$ cat config.mk
export PLATFORM = sky130hd
export DESIGN_NAME = mre_remap
export DESIGN_NICKNAME = d
export VERILOG_FILES = /design/src/rtl/mre_pkg.sv /design/src/rtl/mre_buf.sv /design/src/rtl/mre_div.sv /design/src/rtl/mre_remap.sv
export SDC_FILE = /design/constraint.sdc
export NUM_CORES = 2
export LEC_CHECK = 0
export BUFFER_PORTS_ARGS = -buffer_cell sky130_fd_sc_hd__buf_2
export CORE_MARGIN = 5
export CORE_UTILIZATION = 55
export CTS_CLUSTER_DIAMETER = 120
export CTS_CLUSTER_SIZE = 24
export DETAILED_ROUTE_END_ITERATION = 12
export PLACE_DENSITY = 0.8
export SYNTH_ARGS = -nofsm -noshare
export SYNTH_HDL_FRONTEND = slang
export SYNTH_SLANG_ARGS = --single-unit
$ cat constraint.sdc
create_clock -name core_clk -period 14.8 [get_ports core_clk]
set_input_delay 2.22 -clock core_clk [delete_from_list [all_inputs] [get_ports core_clk]]
set_output_delay 2.22 -clock core_clk [all_outputs]
set_load 0.02 [all_outputs]
$ cat src/rtl/mre_pkg.sv
/*
 * constants, carriers and helper functions of the endian and register
 * remap data path.
 * assumes one core clock and configuration words presented by the slave core.
 */
package mre_pkg;

	// ----------------------------------------
	// byte order and function codes
	// ----------------------------------------
	localparam logic [15:0] BO_BIG = 16'h0000;
	localparam logic [15:0] BO_LITTLE = 16'h0001;
	localparam logic [15:0] BO_SPECIAL = 16'h0002;
	localparam logic [15:0] BO_RESET = BO_BIG;
	localparam logic [7:0] FC_READ_HOLD = 8'h03;
	localparam logic [7:0] FC_WRITE_ONE = 8'h06;
	localparam logic [7:0] FC_WRITE_MULTI = 8'h10;
	localparam logic [7:0] FC_RW_MULTI = 8'h17;
	localparam logic [7:0] FC_OPT_A = 8'h51;
	localparam logic [7:0] FC_OPT_B = 8'h52;
	localparam logic [7:0] FC_OPT_C = 8'h53;
	localparam logic [15:0] TRIP_FIRST = 16'h0012;
	localparam logic [15:0] TRIP_LAST = 16'h004E;

	// ----------------------------------------
	// mapping
	// ----------------------------------------
	localparam int MAP_ENTRIES = 10;
	localparam logic [15:0] MAP_ON = 16'h0001;
	localparam logic [15:0] REG_UNSET = 16'h0000;
	localparam logic [15:0] FMT_SIGNED = 16'h0001;
	localparam logic [15:0] SCALE_UNIT = 16'h03E8;
	localparam logic [7:0] EXC_NONE = 8'h00;
	localparam logic [7:0] EXC_MAP_CFG = 8'h31;
	localparam logic [7:0] EXC_MAP_HALF = 8'h32;
	localparam logic [5:0] DIV_STEPS = 6'h20;

	typedef struct packed {
		logic [15:0] ext_num;
		logic [15:0] fmt;
		logic [15:0] scale;
		logic [15:0] tgt;
		logic tgt_bad;
	} mre_entry_t;

	typedef struct packed {
		logic [15:0] byte_order;
		logic [15:0] map_en;
		mre_entry_t [MAP_ENTRIES-1:0] ent;
	} mre_cfg_t;

	typedef struct packed {
		logic [7:0] fc;
		logic opt_path;
		logic is_rsp;
		logic dlen;
		logic dbl_half;
		logic [15:0] reg_num;
		logic [31:0] data;
	} mre_req_t;

	typedef struct packed {
		logic [15:0] reg_num;
		logic [31:0] data;
		logic dlen;
		logic is_rsp;
		logic mapped;
		logic [7:0] exc;
	} mre_out_t;

	typedef enum logic [1:0] {
		ST_IDLE = 2'b00,
		ST_DIV = 2'b01,
		ST_PUSH = 2'b11
	} mre_state_t;

	// one swap serves both directions: every order is its own inverse
	function automatic logic [31:0] mre_reorder(input logic [31:0] d, input logic dlen,
		input logic [15:0] bo);
		logic [31:0] r;
		r = d;
		if (bo == BO_LITTLE) begin
			r = dlen ? {d[7:0], d[15:8], d[23:16], d[31:24]} : {d[31:16], d[7:0], d[15:8]};
		end else if (bo == BO_SPECIAL && dlen) begin
			r = {d[15:0], d[31:16]};
		end
		return r;
	endfunction : mre_reorder

	function automatic logic mre_fc_ordered(input logic [7:0] fc, input logic opt);
		logic hit;
		hit = (fc == FC_READ_HOLD) || (fc == FC_WRITE_ONE) || (fc == FC_WRITE_MULTI);
		if (opt) begin
			hit = hit || (fc == FC_OPT_A) || (fc == FC_OPT_B) || (fc == FC_OPT_C);
		end else begin
			hit = hit || (fc == FC_RW_MULTI);
		end
		return hit;
	endfunction : mre_fc_ordered

endpackage : mre_pkg

$ cat src/rtl/mre_buf.sv
/*
 * two-entry buffer for finished words, valid and ready on both sides.
 * assumes the drain side may hold out_ready low for any time.
 */
`timescale 1ns/1ps
module mre_buf (
	input wire logic core_clk,
	input wire logic srst,
	input wire logic in_valid,
	output logic in_ready,
	input mre_pkg::mre_out_t in_data,
	output logic out_valid,
	input wire logic out_ready,
	output mre_pkg::mre_out_t out_data
);
	import mre_pkg::*;

	mre_out_t mem [2];
	mre_out_t next_head;
	logic wp, rp, next_wp, next_rp, push, pop;
	logic [1:0] cnt, next_cnt;

	always_comb begin
		push = in_valid && in_ready;
		pop = out_valid && out_ready;
		next_wp = wp ^ push;
		next_rp = rp ^ pop;
		next_cnt = cnt + {1'b0, push} - {1'b0, pop};
		// head held in its own register so the output never passes a mux
		next_head = (push && wp == next_rp) ? in_data : mem[next_rp];
	end

	// flags come from the next count so both stay honest in the same cycle
	always_ff @(posedge core_clk) begin
		if (srst) begin
			wp <= 1'b0;
			rp <= 1'b0;
			cnt <= 2'h0;
			in_ready <= 1'b1;
			out_valid <= 1'b0;
			out_data <= '0;
		end else begin
			wp <= next_wp;
			rp <= next_rp;
			cnt <= next_cnt;
			out_data <= next_head;
			in_ready <= (next_cnt != 2'h2);
			out_valid <= (next_cnt != 2'h0);
		end
		if (push) begin
			mem[wp] <= in_data;
		end
	end

endmodule : mre_buf

$ cat src/rtl/mre_div.sv
/*
 * restoring divider, one quotient bit per clock.
 * assumes start only while idle; a zero divisor yields all ones.
 */
`timescale 1ns/1ps
module mre_div (
	input wire logic core_clk,
	input wire logic srst,
	input wire logic start,
	input wire logic [31:0] num,
	input wire logic [15:0] den,
	output logic done,
	output logic [31:0] quo
);
	import mre_pkg::*;

	logic busy, next_busy, next_done;
	logic [5:0] cnt, next_cnt;
	logic [16:0] rem, next_rem, shifted;
	logic [31:0] next_quo;
	logic [15:0] dq, next_dq;

	always_comb begin
		next_busy = busy;
		next_done = 1'b0;
		next_cnt = cnt;
		next_rem = rem;
		next_quo = quo;
		next_dq = dq;
		shifted = {rem[15:0], quo[31]};
		if (!busy && start) begin
			next_busy = 1'b1;
			next_cnt = DIV_STEPS;
			next_rem = 17'h00000;
			next_quo = num;
			next_dq = den;
		end else if (busy) begin
			if (shifted >= {1'b0, dq}) begin
				next_rem = shifted - {1'b0, dq};
				next_quo = {quo[30:0], 1'b1};
			end else begin
				next_rem = shifted;
				next_quo = {quo[30:0], 1'b0};
			end
			next_cnt = cnt - 6'h01;
			if (cnt == 6'h01) begin
				next_busy = 1'b0;
				next_done = 1'b1;
			end
		end
	end

	always_ff @(posedge core_clk) begin
		if (srst) begin
			busy <= 1'b0;
			done <= 1'b0;
			cnt <= 6'h00;
			rem <= 17'h00000;
			quo <= 32'h00000000;
			dq <= 16'h0000;
		end else begin
			busy <= next_busy;
			done <= next_done;
			cnt <= next_cnt;
			rem <= next_rem;
			quo <= next_quo;
			dq <= next_dq;
		end
	end

endmodule : mre_div

$ cat src/rtl/mre_remap.sv
/*
 * data path of the slave: byte reordering of holding-register data and
 * remapping of external register numbers with scaling and format.
 * assumes the slave core splits frames into data words, computes the frame
 * check over what leaves here, and presents configuration during srst.
 */
// Contract
// RULE1: reorder only holding-register function codes 03h, 06h, 10h, 17h.
// RULE2: option path also reorders 03h, 06h, 10h, 51h, 52h, 53h.
// RULE3: only data bytes are reordered; header fields stay as received.
// RULE4: reads of registers 0012h to 004Eh always return big-endian data.
// RULE5: byte order setting 00 big, 01 little, 02 special.
// RULE6: byte order defaults to big endian, value 00.
// RULE7: single word: big and special high first, little low first.
// RULE8: double word: little fully reversed, special low word first.
// RULE9: frame check is computed over the reordered bytes as sent.
// RULE10: ten independent mapping entries.
// RULE11: matching external number redirects to internal register with conversion.
// RULE12: a mapping hides a real internal register at the same number.
// RULE13: mapping enable 00 off, 01 on.
// RULE14: external or internal number 0000h means entry unconfigured; code treats only external 0000h so, internal 0000h gives 31h.
// RULE15: entry format 00 unsigned word, 01 signed word.
// RULE16: mapped write stores external data times scale, 0.001 to 65.535.
// RULE17: mapped read returns internal data divided by scale.
// RULE18: double-length registers are refused as mapping targets.
// RULE19: exception 31h for missing target, bad target, or duplicate entries.
// RULE20: exception 32h on access to unmapped half of mapped double register.
// RULE21: mapping configuration is latched at reset only.
`timescale 1ns/1ps
module mre_remap (
	input wire logic core_clk,
	input wire logic srst,
	input mre_pkg::mre_cfg_t cfg,
	input wire logic req_valid,
	output logic req_ready,
	input mre_pkg::mre_req_t req,
	output logic out_valid,
	input wire logic out_ready,
	output mre_pkg::mre_out_t out_word,
	output logic cfg_fault
);
	import mre_pkg::*;

	// ----------------------------------------
	// configuration latch
	// ----------------------------------------
	mre_cfg_t cfg_q, next_cfg_q;
	logic [15:0] bo_eff;
	logic map_on;
	logic [MAP_ENTRIES-1:0] ent_used, ent_bad;
	logic next_cfg_fault;

	always_comb begin
		next_cfg_q = cfg_q;
		if (srst) begin
			next_cfg_q = cfg; // see RULE21
		end
	end

	always_ff @(posedge core_clk) begin
		cfg_q <= next_cfg_q;
	end

	// illegal settings fall back to the default order
	always_comb begin
		bo_eff = BO_RESET; // see RULE6
		if (cfg_q.byte_order == BO_LITTLE || cfg_q.byte_order == BO_SPECIAL) begin
			bo_eff = cfg_q.byte_order; // see RULE5
		end
		map_on = (cfg_q.map_en == MAP_ON); // see RULE13
	end

	always_comb begin
		next_cfg_fault = 1'b0;
		for (int i = 0; i < MAP_ENTRIES; i++) begin
			ent_used[i] = (cfg_q.ent[i].ext_num != REG_UNSET); // see RULE14
			ent_bad[i] = (cfg_q.ent[i].tgt == REG_UNSET) || cfg_q.ent[i].tgt_bad; // see RULE18
			for (int j = 0; j < MAP_ENTRIES; j++) begin
				if (j != i && cfg_q.ent[j].ext_num == cfg_q.ent[i].ext_num) begin
					ent_bad[i] = 1'b1; // see RULE19
				end
			end
			next_cfg_fault = next_cfg_fault || (ent_used[i] && ent_bad[i]);
		end
		next_cfg_fault = next_cfg_fault && map_on;
	end

	always_ff @(posedge core_clk) begin
		if (srst) begin
			cfg_fault <= 1'b0;
		end else begin
			cfg_fault <= next_cfg_fault;
		end
	end

	// ----------------------------------------
	// lookup
	// ----------------------------------------
	logic hit, hit_bad, near_hit, ordered;
	mre_entry_t hit_ent;
	logic [31:0] ro_data;
	logic [15:0] mag_in;
	logic neg_in;

	always_comb begin
		hit = 1'b0;
		hit_bad = 1'b0;
		near_hit = 1'b0;
		hit_ent = cfg_q.ent[0];
		for (int i = 0; i < MAP_ENTRIES; i++) begin // see RULE10
			if (ent_used[i] && cfg_q.ent[i].ext_num == req.reg_num && !hit) begin
				hit = 1'b1; // see RULE12
				hit_bad = ent_bad[i];
				hit_ent = cfg_q.ent[i];
			end
			if (ent_used[i] && (cfg_q.ent[i].ext_num == req.reg_num + 16'h0001
				|| cfg_q.ent[i].ext_num == req.reg_num - 16'h0001)) begin
				near_hit = 1'b1;
			end
		end
		hit = hit && map_on;
		near_hit = near_hit && map_on && req.dbl_half;
		// trip history reads bypass the selected order
		ordered = mre_fc_ordered(req.fc, req.opt_path) // see RULE1, RULE2
			&& !(req.is_rsp && req.reg_num >= TRIP_FIRST && req.reg_num <= TRIP_LAST); // see RULE4
		// header fields never enter this path, only the data word
		ro_data = ordered ? mre_reorder(req.data, req.dlen, bo_eff) : req.data; // see RULE3, RULE7, RULE8
		// writes convert wire order first; responses convert after scaling
		mag_in = req.is_rsp ? req.data[15:0] : ro_data[15:0];
		neg_in = (hit_ent.fmt == FMT_SIGNED) && mag_in[15]; // see RULE15
		if (neg_in) begin
			mag_in = 16'h0000 - mag_in;
		end
	end

	// ----------------------------------------
	// sequencing
	// ----------------------------------------
	mre_state_t state, next_state;
	mre_out_t hold, next_hold;
	logic neg, next_neg, sgn, next_sgn, ord, next_ord;
	logic next_req_ready, div_start;
	logic [31:0] div_num, div_q, sat;
	logic [15:0] div_den, res;
	logic div_done, buf_ready;

	always_comb begin
		next_state = state;
		next_hold = hold;
		next_neg = neg;
		next_sgn = sgn;
		next_ord = ord;
		div_start = 1'b0;
		div_num = 32'h00000000;
		div_den = SCALE_UNIT;
		sat = div_q;
		res = div_q[15:0];
		case (state)
			ST_IDLE: begin
				if (req_valid && req_ready) begin
					next_hold.reg_num = req.reg_num;
					next_hold.data = ro_data; // see RULE9
					next_hold.dlen = req.dlen;
					next_hold.is_rsp = req.is_rsp;
					next_hold.mapped = 1'b0;
					next_hold.exc = EXC_NONE;
					next_neg = neg_in;
					next_sgn = (hit_ent.fmt == FMT_SIGNED);
					next_ord = ordered;
					next_state = ST_PUSH;
					if (hit && hit_bad) begin
						next_hold.exc = EXC_MAP_CFG; // see RULE19
					end else if (hit) begin
						next_hold.reg_num = hit_ent.tgt; // see RULE11
						next_hold.mapped = 1'b1;
						div_start = 1'b1;
						next_state = ST_DIV;
						if (req.is_rsp) begin
							div_num = {16'h0000, mag_in} * {16'h0000, SCALE_UNIT}; // see RULE17
							div_den = hit_ent.scale;
						end else begin
							div_num = {16'h0000, mag_in} * {16'h0000, hit_ent.scale}; // see RULE16
						end
					end else if (near_hit) begin
						next_hold.exc = EXC_MAP_HALF; // see RULE20
					end
				end
			end
			ST_DIV: begin
				if (div_done) begin
					// saturate rather than wrap when the scaled value overflows
					if (sgn) begin
						if (div_q > {16'h0000, 16'h7FFF} + {31'h00000000, neg}) begin
							sat = {16'h0000, 16'h7FFF} + {31'h00000000, neg};
						end
						res = neg ? 16'h0000 - sat[15:0] : sat[15:0];
					end else if (div_q[31:16] != 16'h0000) begin
						res = 16'hFFFF;
					end
					next_hold.data = {16'h0000, res};
					if (hold.is_rsp && ord) begin
						next_hold.data = mre_reorder({16'h0000, res}, 1'b0, bo_eff);
					end
					next_state = ST_PUSH;
				end
			end
			ST_PUSH: begin
				if (buf_ready) begin
					next_state = ST_IDLE;
				end
			end
			default: begin
				next_state = ST_IDLE;
			end
		endcase
		next_req_ready = (next_state == ST_IDLE);
	end

	always_ff @(posedge core_clk) begin
		if (srst) begin
			state <= ST_IDLE;
			hold <= '0;
			neg <= 1'b0;
			sgn <= 1'b0;
			ord <= 1'b0;
			req_ready <= 1'b0;
		end else begin
			state <= next_state;
			hold <= next_hold;
			neg <= next_neg;
			sgn <= next_sgn;
			ord <= next_ord;
			req_ready <= next_req_ready;
		end
	end

	// ----------------------------------------
	// scaling and output buffer
	// ----------------------------------------
	// a shared serial divider trades 33 cycles per mapped word for area
	mre_div u_div (
		.core_clk(core_clk),
		.srst(srst),
		.start(div_start),
		.num(div_num),
		.den(div_den),
		.done(div_done),
		.quo(div_q)
	);

	mre_buf u_buf (
		.core_clk(core_clk),
		.srst(srst),
		.in_valid(state == ST_PUSH),
		.in_ready(buf_ready),
		.in_data(hold),
		.out_valid(out_valid),
		.out_ready(out_ready),
		.out_data(out_word)
	);

endmodule : mre_remap

==> flow_summary.toml <==
[critical_path]
r2r-start = "cfg_q[319]"
crit_arrival_ns = 14.21
cp-start-kind = "input port"
cp_max_fo = 16
cpMostUsedCell = "fa_1"
cp-end-kind = "flip-flop"
cp_slowest_cell = "a2111o_1"
r2r_slack_ns = 2.24
required_ns = 15.39
critPathKind = "in2reg"
cpPeakStageDelay_ns = 0.74
r2r-end = "u_div.quo[31]"
worstRegToRegCells = 40

[pwr]
powerDensity_nw_per_um2 = 138
ir_drop_v = 0.000260
leakagePower_nw = 30.5

[grt]
grt_first_pass_wirelength_mm = 397
antenna_found_initial = 53
overflow = 0
grt_start_max_net_pins = 172
first_global_vias = 55400
grt_use_total = 0.434

[final_layout]
finalNonFillerCells = 8715
area_growth_pct = 12.2
nFillCells = 9782
final_nets = 8215
drive_gt1_frac = 0.177

[die]
die_area_sq_um = 128000
rows = 127
core_area_sq_um = 120000
die_w_microns = 357
start_util = 0.553
die_h_microns = 357
io_pins = 808

[yosys]
synth-seq-cells = 983
yosysWarningCount = 0
synth_area_sq_um = 66300
synthCells = 6361
synth_top_area_cell = "edfxtp_1"
synth.top_cell.area_share = 0.358
synth_area_leaders = "edfxtp_1 (36%), xor2_1 (12%), fa_1 (7.5%), dfxtp_1 (5.8%), xnor2_1 (4.2%)"
synth_area_per_cell_sq_um = 10.4
synth_cell_type_count = 96
ys_seq_area_frac = 0.416
yosys_most_used_dff = "edfxtp_1"
async_reset_ff_frac = 0
synth_edf_count = 790

[sta]
fmax_mhz = 73.4
drv_slew = 0
rsz0062_at_grt = "no"
period_minus_slack_ns = 13.62
tightest_slew_ns = 1.45
maxSlewHeadroom = 0.0272
final_hold_viol_count = 0
fin_skew_ns = 0.0547
setup_violations = 0
tns_ns = 0
final.period_utilization = 0.920

[worst_hold_path]
hp-class = "reg2reg"
min_to = "u_div.dq[8]"
min_path_cells = 2
min_from = "u_div.dq[8]"

[detailed_routing]
drt-initial-drc-count = 9118
wl_met3_mm = 40.8
drc = 0
num_vias = 57700
ant_nets = 0
wl_per_cell_microns = 32.9
m1WireLength_mm = 102
drtPass1Iterations = 7
wl_met2_mm = 121
routed.top_layer = "met5"
via_per_inst = 6.62
wirelength_mm = 287

[cts]
cts_tree = "done"
h-tree-depth = 2
clkSlewWorstSetupHoldPaths_ns = 0.10
cts-root-buf = "clkbuf_16"
clk_path_buf_depth = 3
cts_sinks = 983
insertion_delay_ns = 0.72
post-cts-setup-buffers = 0
cts_made_buffers = 49
cts_resized = 0
holdBufCountCts = 0

[placed_design]
dp_hpwl_mm = 213
placedCellCount = 8582
gp_congestion = 1.12
io_buffers = 803

[flow_run]
cap_viol_max_count = 0

[status]
status = "finished, final reports clean"
## flip-flops by register name (all words and copies together) (netlist names), 2 cells and up
name            count
u_buf.cnt           2
u_div.cnt           6
state               2
u_buf.out_data     54
cfg_q             682
u_div.dq           16
u_div.quo          32
u_buf.mem         108
hold               54
u_div.rem          16
## kinds of logic (layout without fill, tap and decap cells)
kind of cell	count (synthesis)	after routing	synth area share
compound gates	898	898	0.0915
xor+xnor	1225	1225	0.163
buf+inv	864	1562	0.0505
flops	983	983	0.416
simple gates	1720	1720	0.132
other cells	1	45	0.0000566
mux	222	222	0.0340
fa+ha+maj	448	448	0.113
## through the flow
| step | instance area, sq um | setup slack, ns | utilization | hold WS (ns) | power, W |
|---|---|---|---|---|---|
| finish | 74300 | 1.18 | 0.620 | 0.466 | 0.0103 |
| global route | 74300 | 0.809 | 0.620 | 0.485 | 0.0108 |
| global placement | 72700 | 1.05 | 0.607 | 0.442 | 0.00849 |
| CTS | 74200 | 1.45 | 0.620 | 0.466 | 0.0101 |
| detailed placement | 72700 | 0.834 | 0.607 | 0.449 | 0.00856 |
| floorplan | 66300 | 2.68 | - | 0.432 | 0.00687 |
## cells in the mapped netlist (26+ instances only)
cell and instances:
nor3_1 111, nor2b_1 26, xnor2_1 320, dfxtp_1 193, buf_1 150, a211oi_1 128
nor2_1 467, nand2_1 319, clkbuf_1 274, a21oi_1 239, nand4_1 143, ha_1 199
nor4_1 356, nand2b_1 35, nand3_1 80, o211ai_1 36, buf_2 37, xor2_1 899
mux2i_1 199, or3_1 32, a21o_1 30, o22ai_1 52, a22oi_1 34, inv_1 379
edfxtp_1 790, fa_1 249, o21ai_0 131
## worst max path at each step
stage          slack, ns    start             to  cells past startpoint
3_3_place_gp        1.05  req[44]  u_div.quo[31]                     41
3_5_place_dp        0.83  req[44]  u_div.quo[31]                     43
6_report            1.18  req[38]  u_div.quo[31]                     41
2_1_floorplan       2.68  req[44]  u_div.quo[31]                     40
5_1_grt             0.81  req[44]  u_div.quo[31]                     39
4_1_cts             1.45  req[44]  u_div.quo[31]                     43
## power by group
group | total [W] | internal [W] | switching (W)
logic | 0.00530 | 0.00209 | 0.00321
clock network | 0.00158 | 0.000651 | 0.000926
registers | 0.00339 | 0.00320 | 0.000190
total | 0.0103 | 0.00594 | 0.00432
## per-layer routing
metal | up-vias | track usage
li1 | 23900 | -
met2 | 4709 | 0.634
met5 | - | 0.00528
met1 | 27900 | 0.549
met4 | 18 | 0.265
met3 | 1201 | 0.162
## layout by cell type, fill, tap and decap left out, types with 238 or more instances in the layout
cell and instances:
nand2_1 317, xor2_1 896, inv_1 379, buf_2 802
buf_4 274, fa_1 249, a21oi_1 238, edfxtp_1 790
nor4_1 354, xnor2_1 316, nor2_1 466
## critical path, delay by kind of cell
family | cells | cell delay [ns]
xor+xnor | 3 | 0.49
compound gates | 13 | 3.89
buf+inv | 8 | 1.55
simple gates | 10 | 2.83
fa+ha+maj | 7 | 3.18
## area by class of cell
class / instances / area, sq um / area share
clock buffer: 82 / 1350 / 0.0182
sequential: 983 / 27600 / 0.371
inverter: 391 / 1470 / 0.0197
timing repair buffer: 1079 / 6130 / 0.0824
antenna: 41 / 103 / 0.00138
tap: 1612 / 2020 / 0.0271
multi-input combinational: 4517 / 35500 / 0.478
clock inverter: 10 / 174 / 0.00234
(Power assumes the default switching activity.)
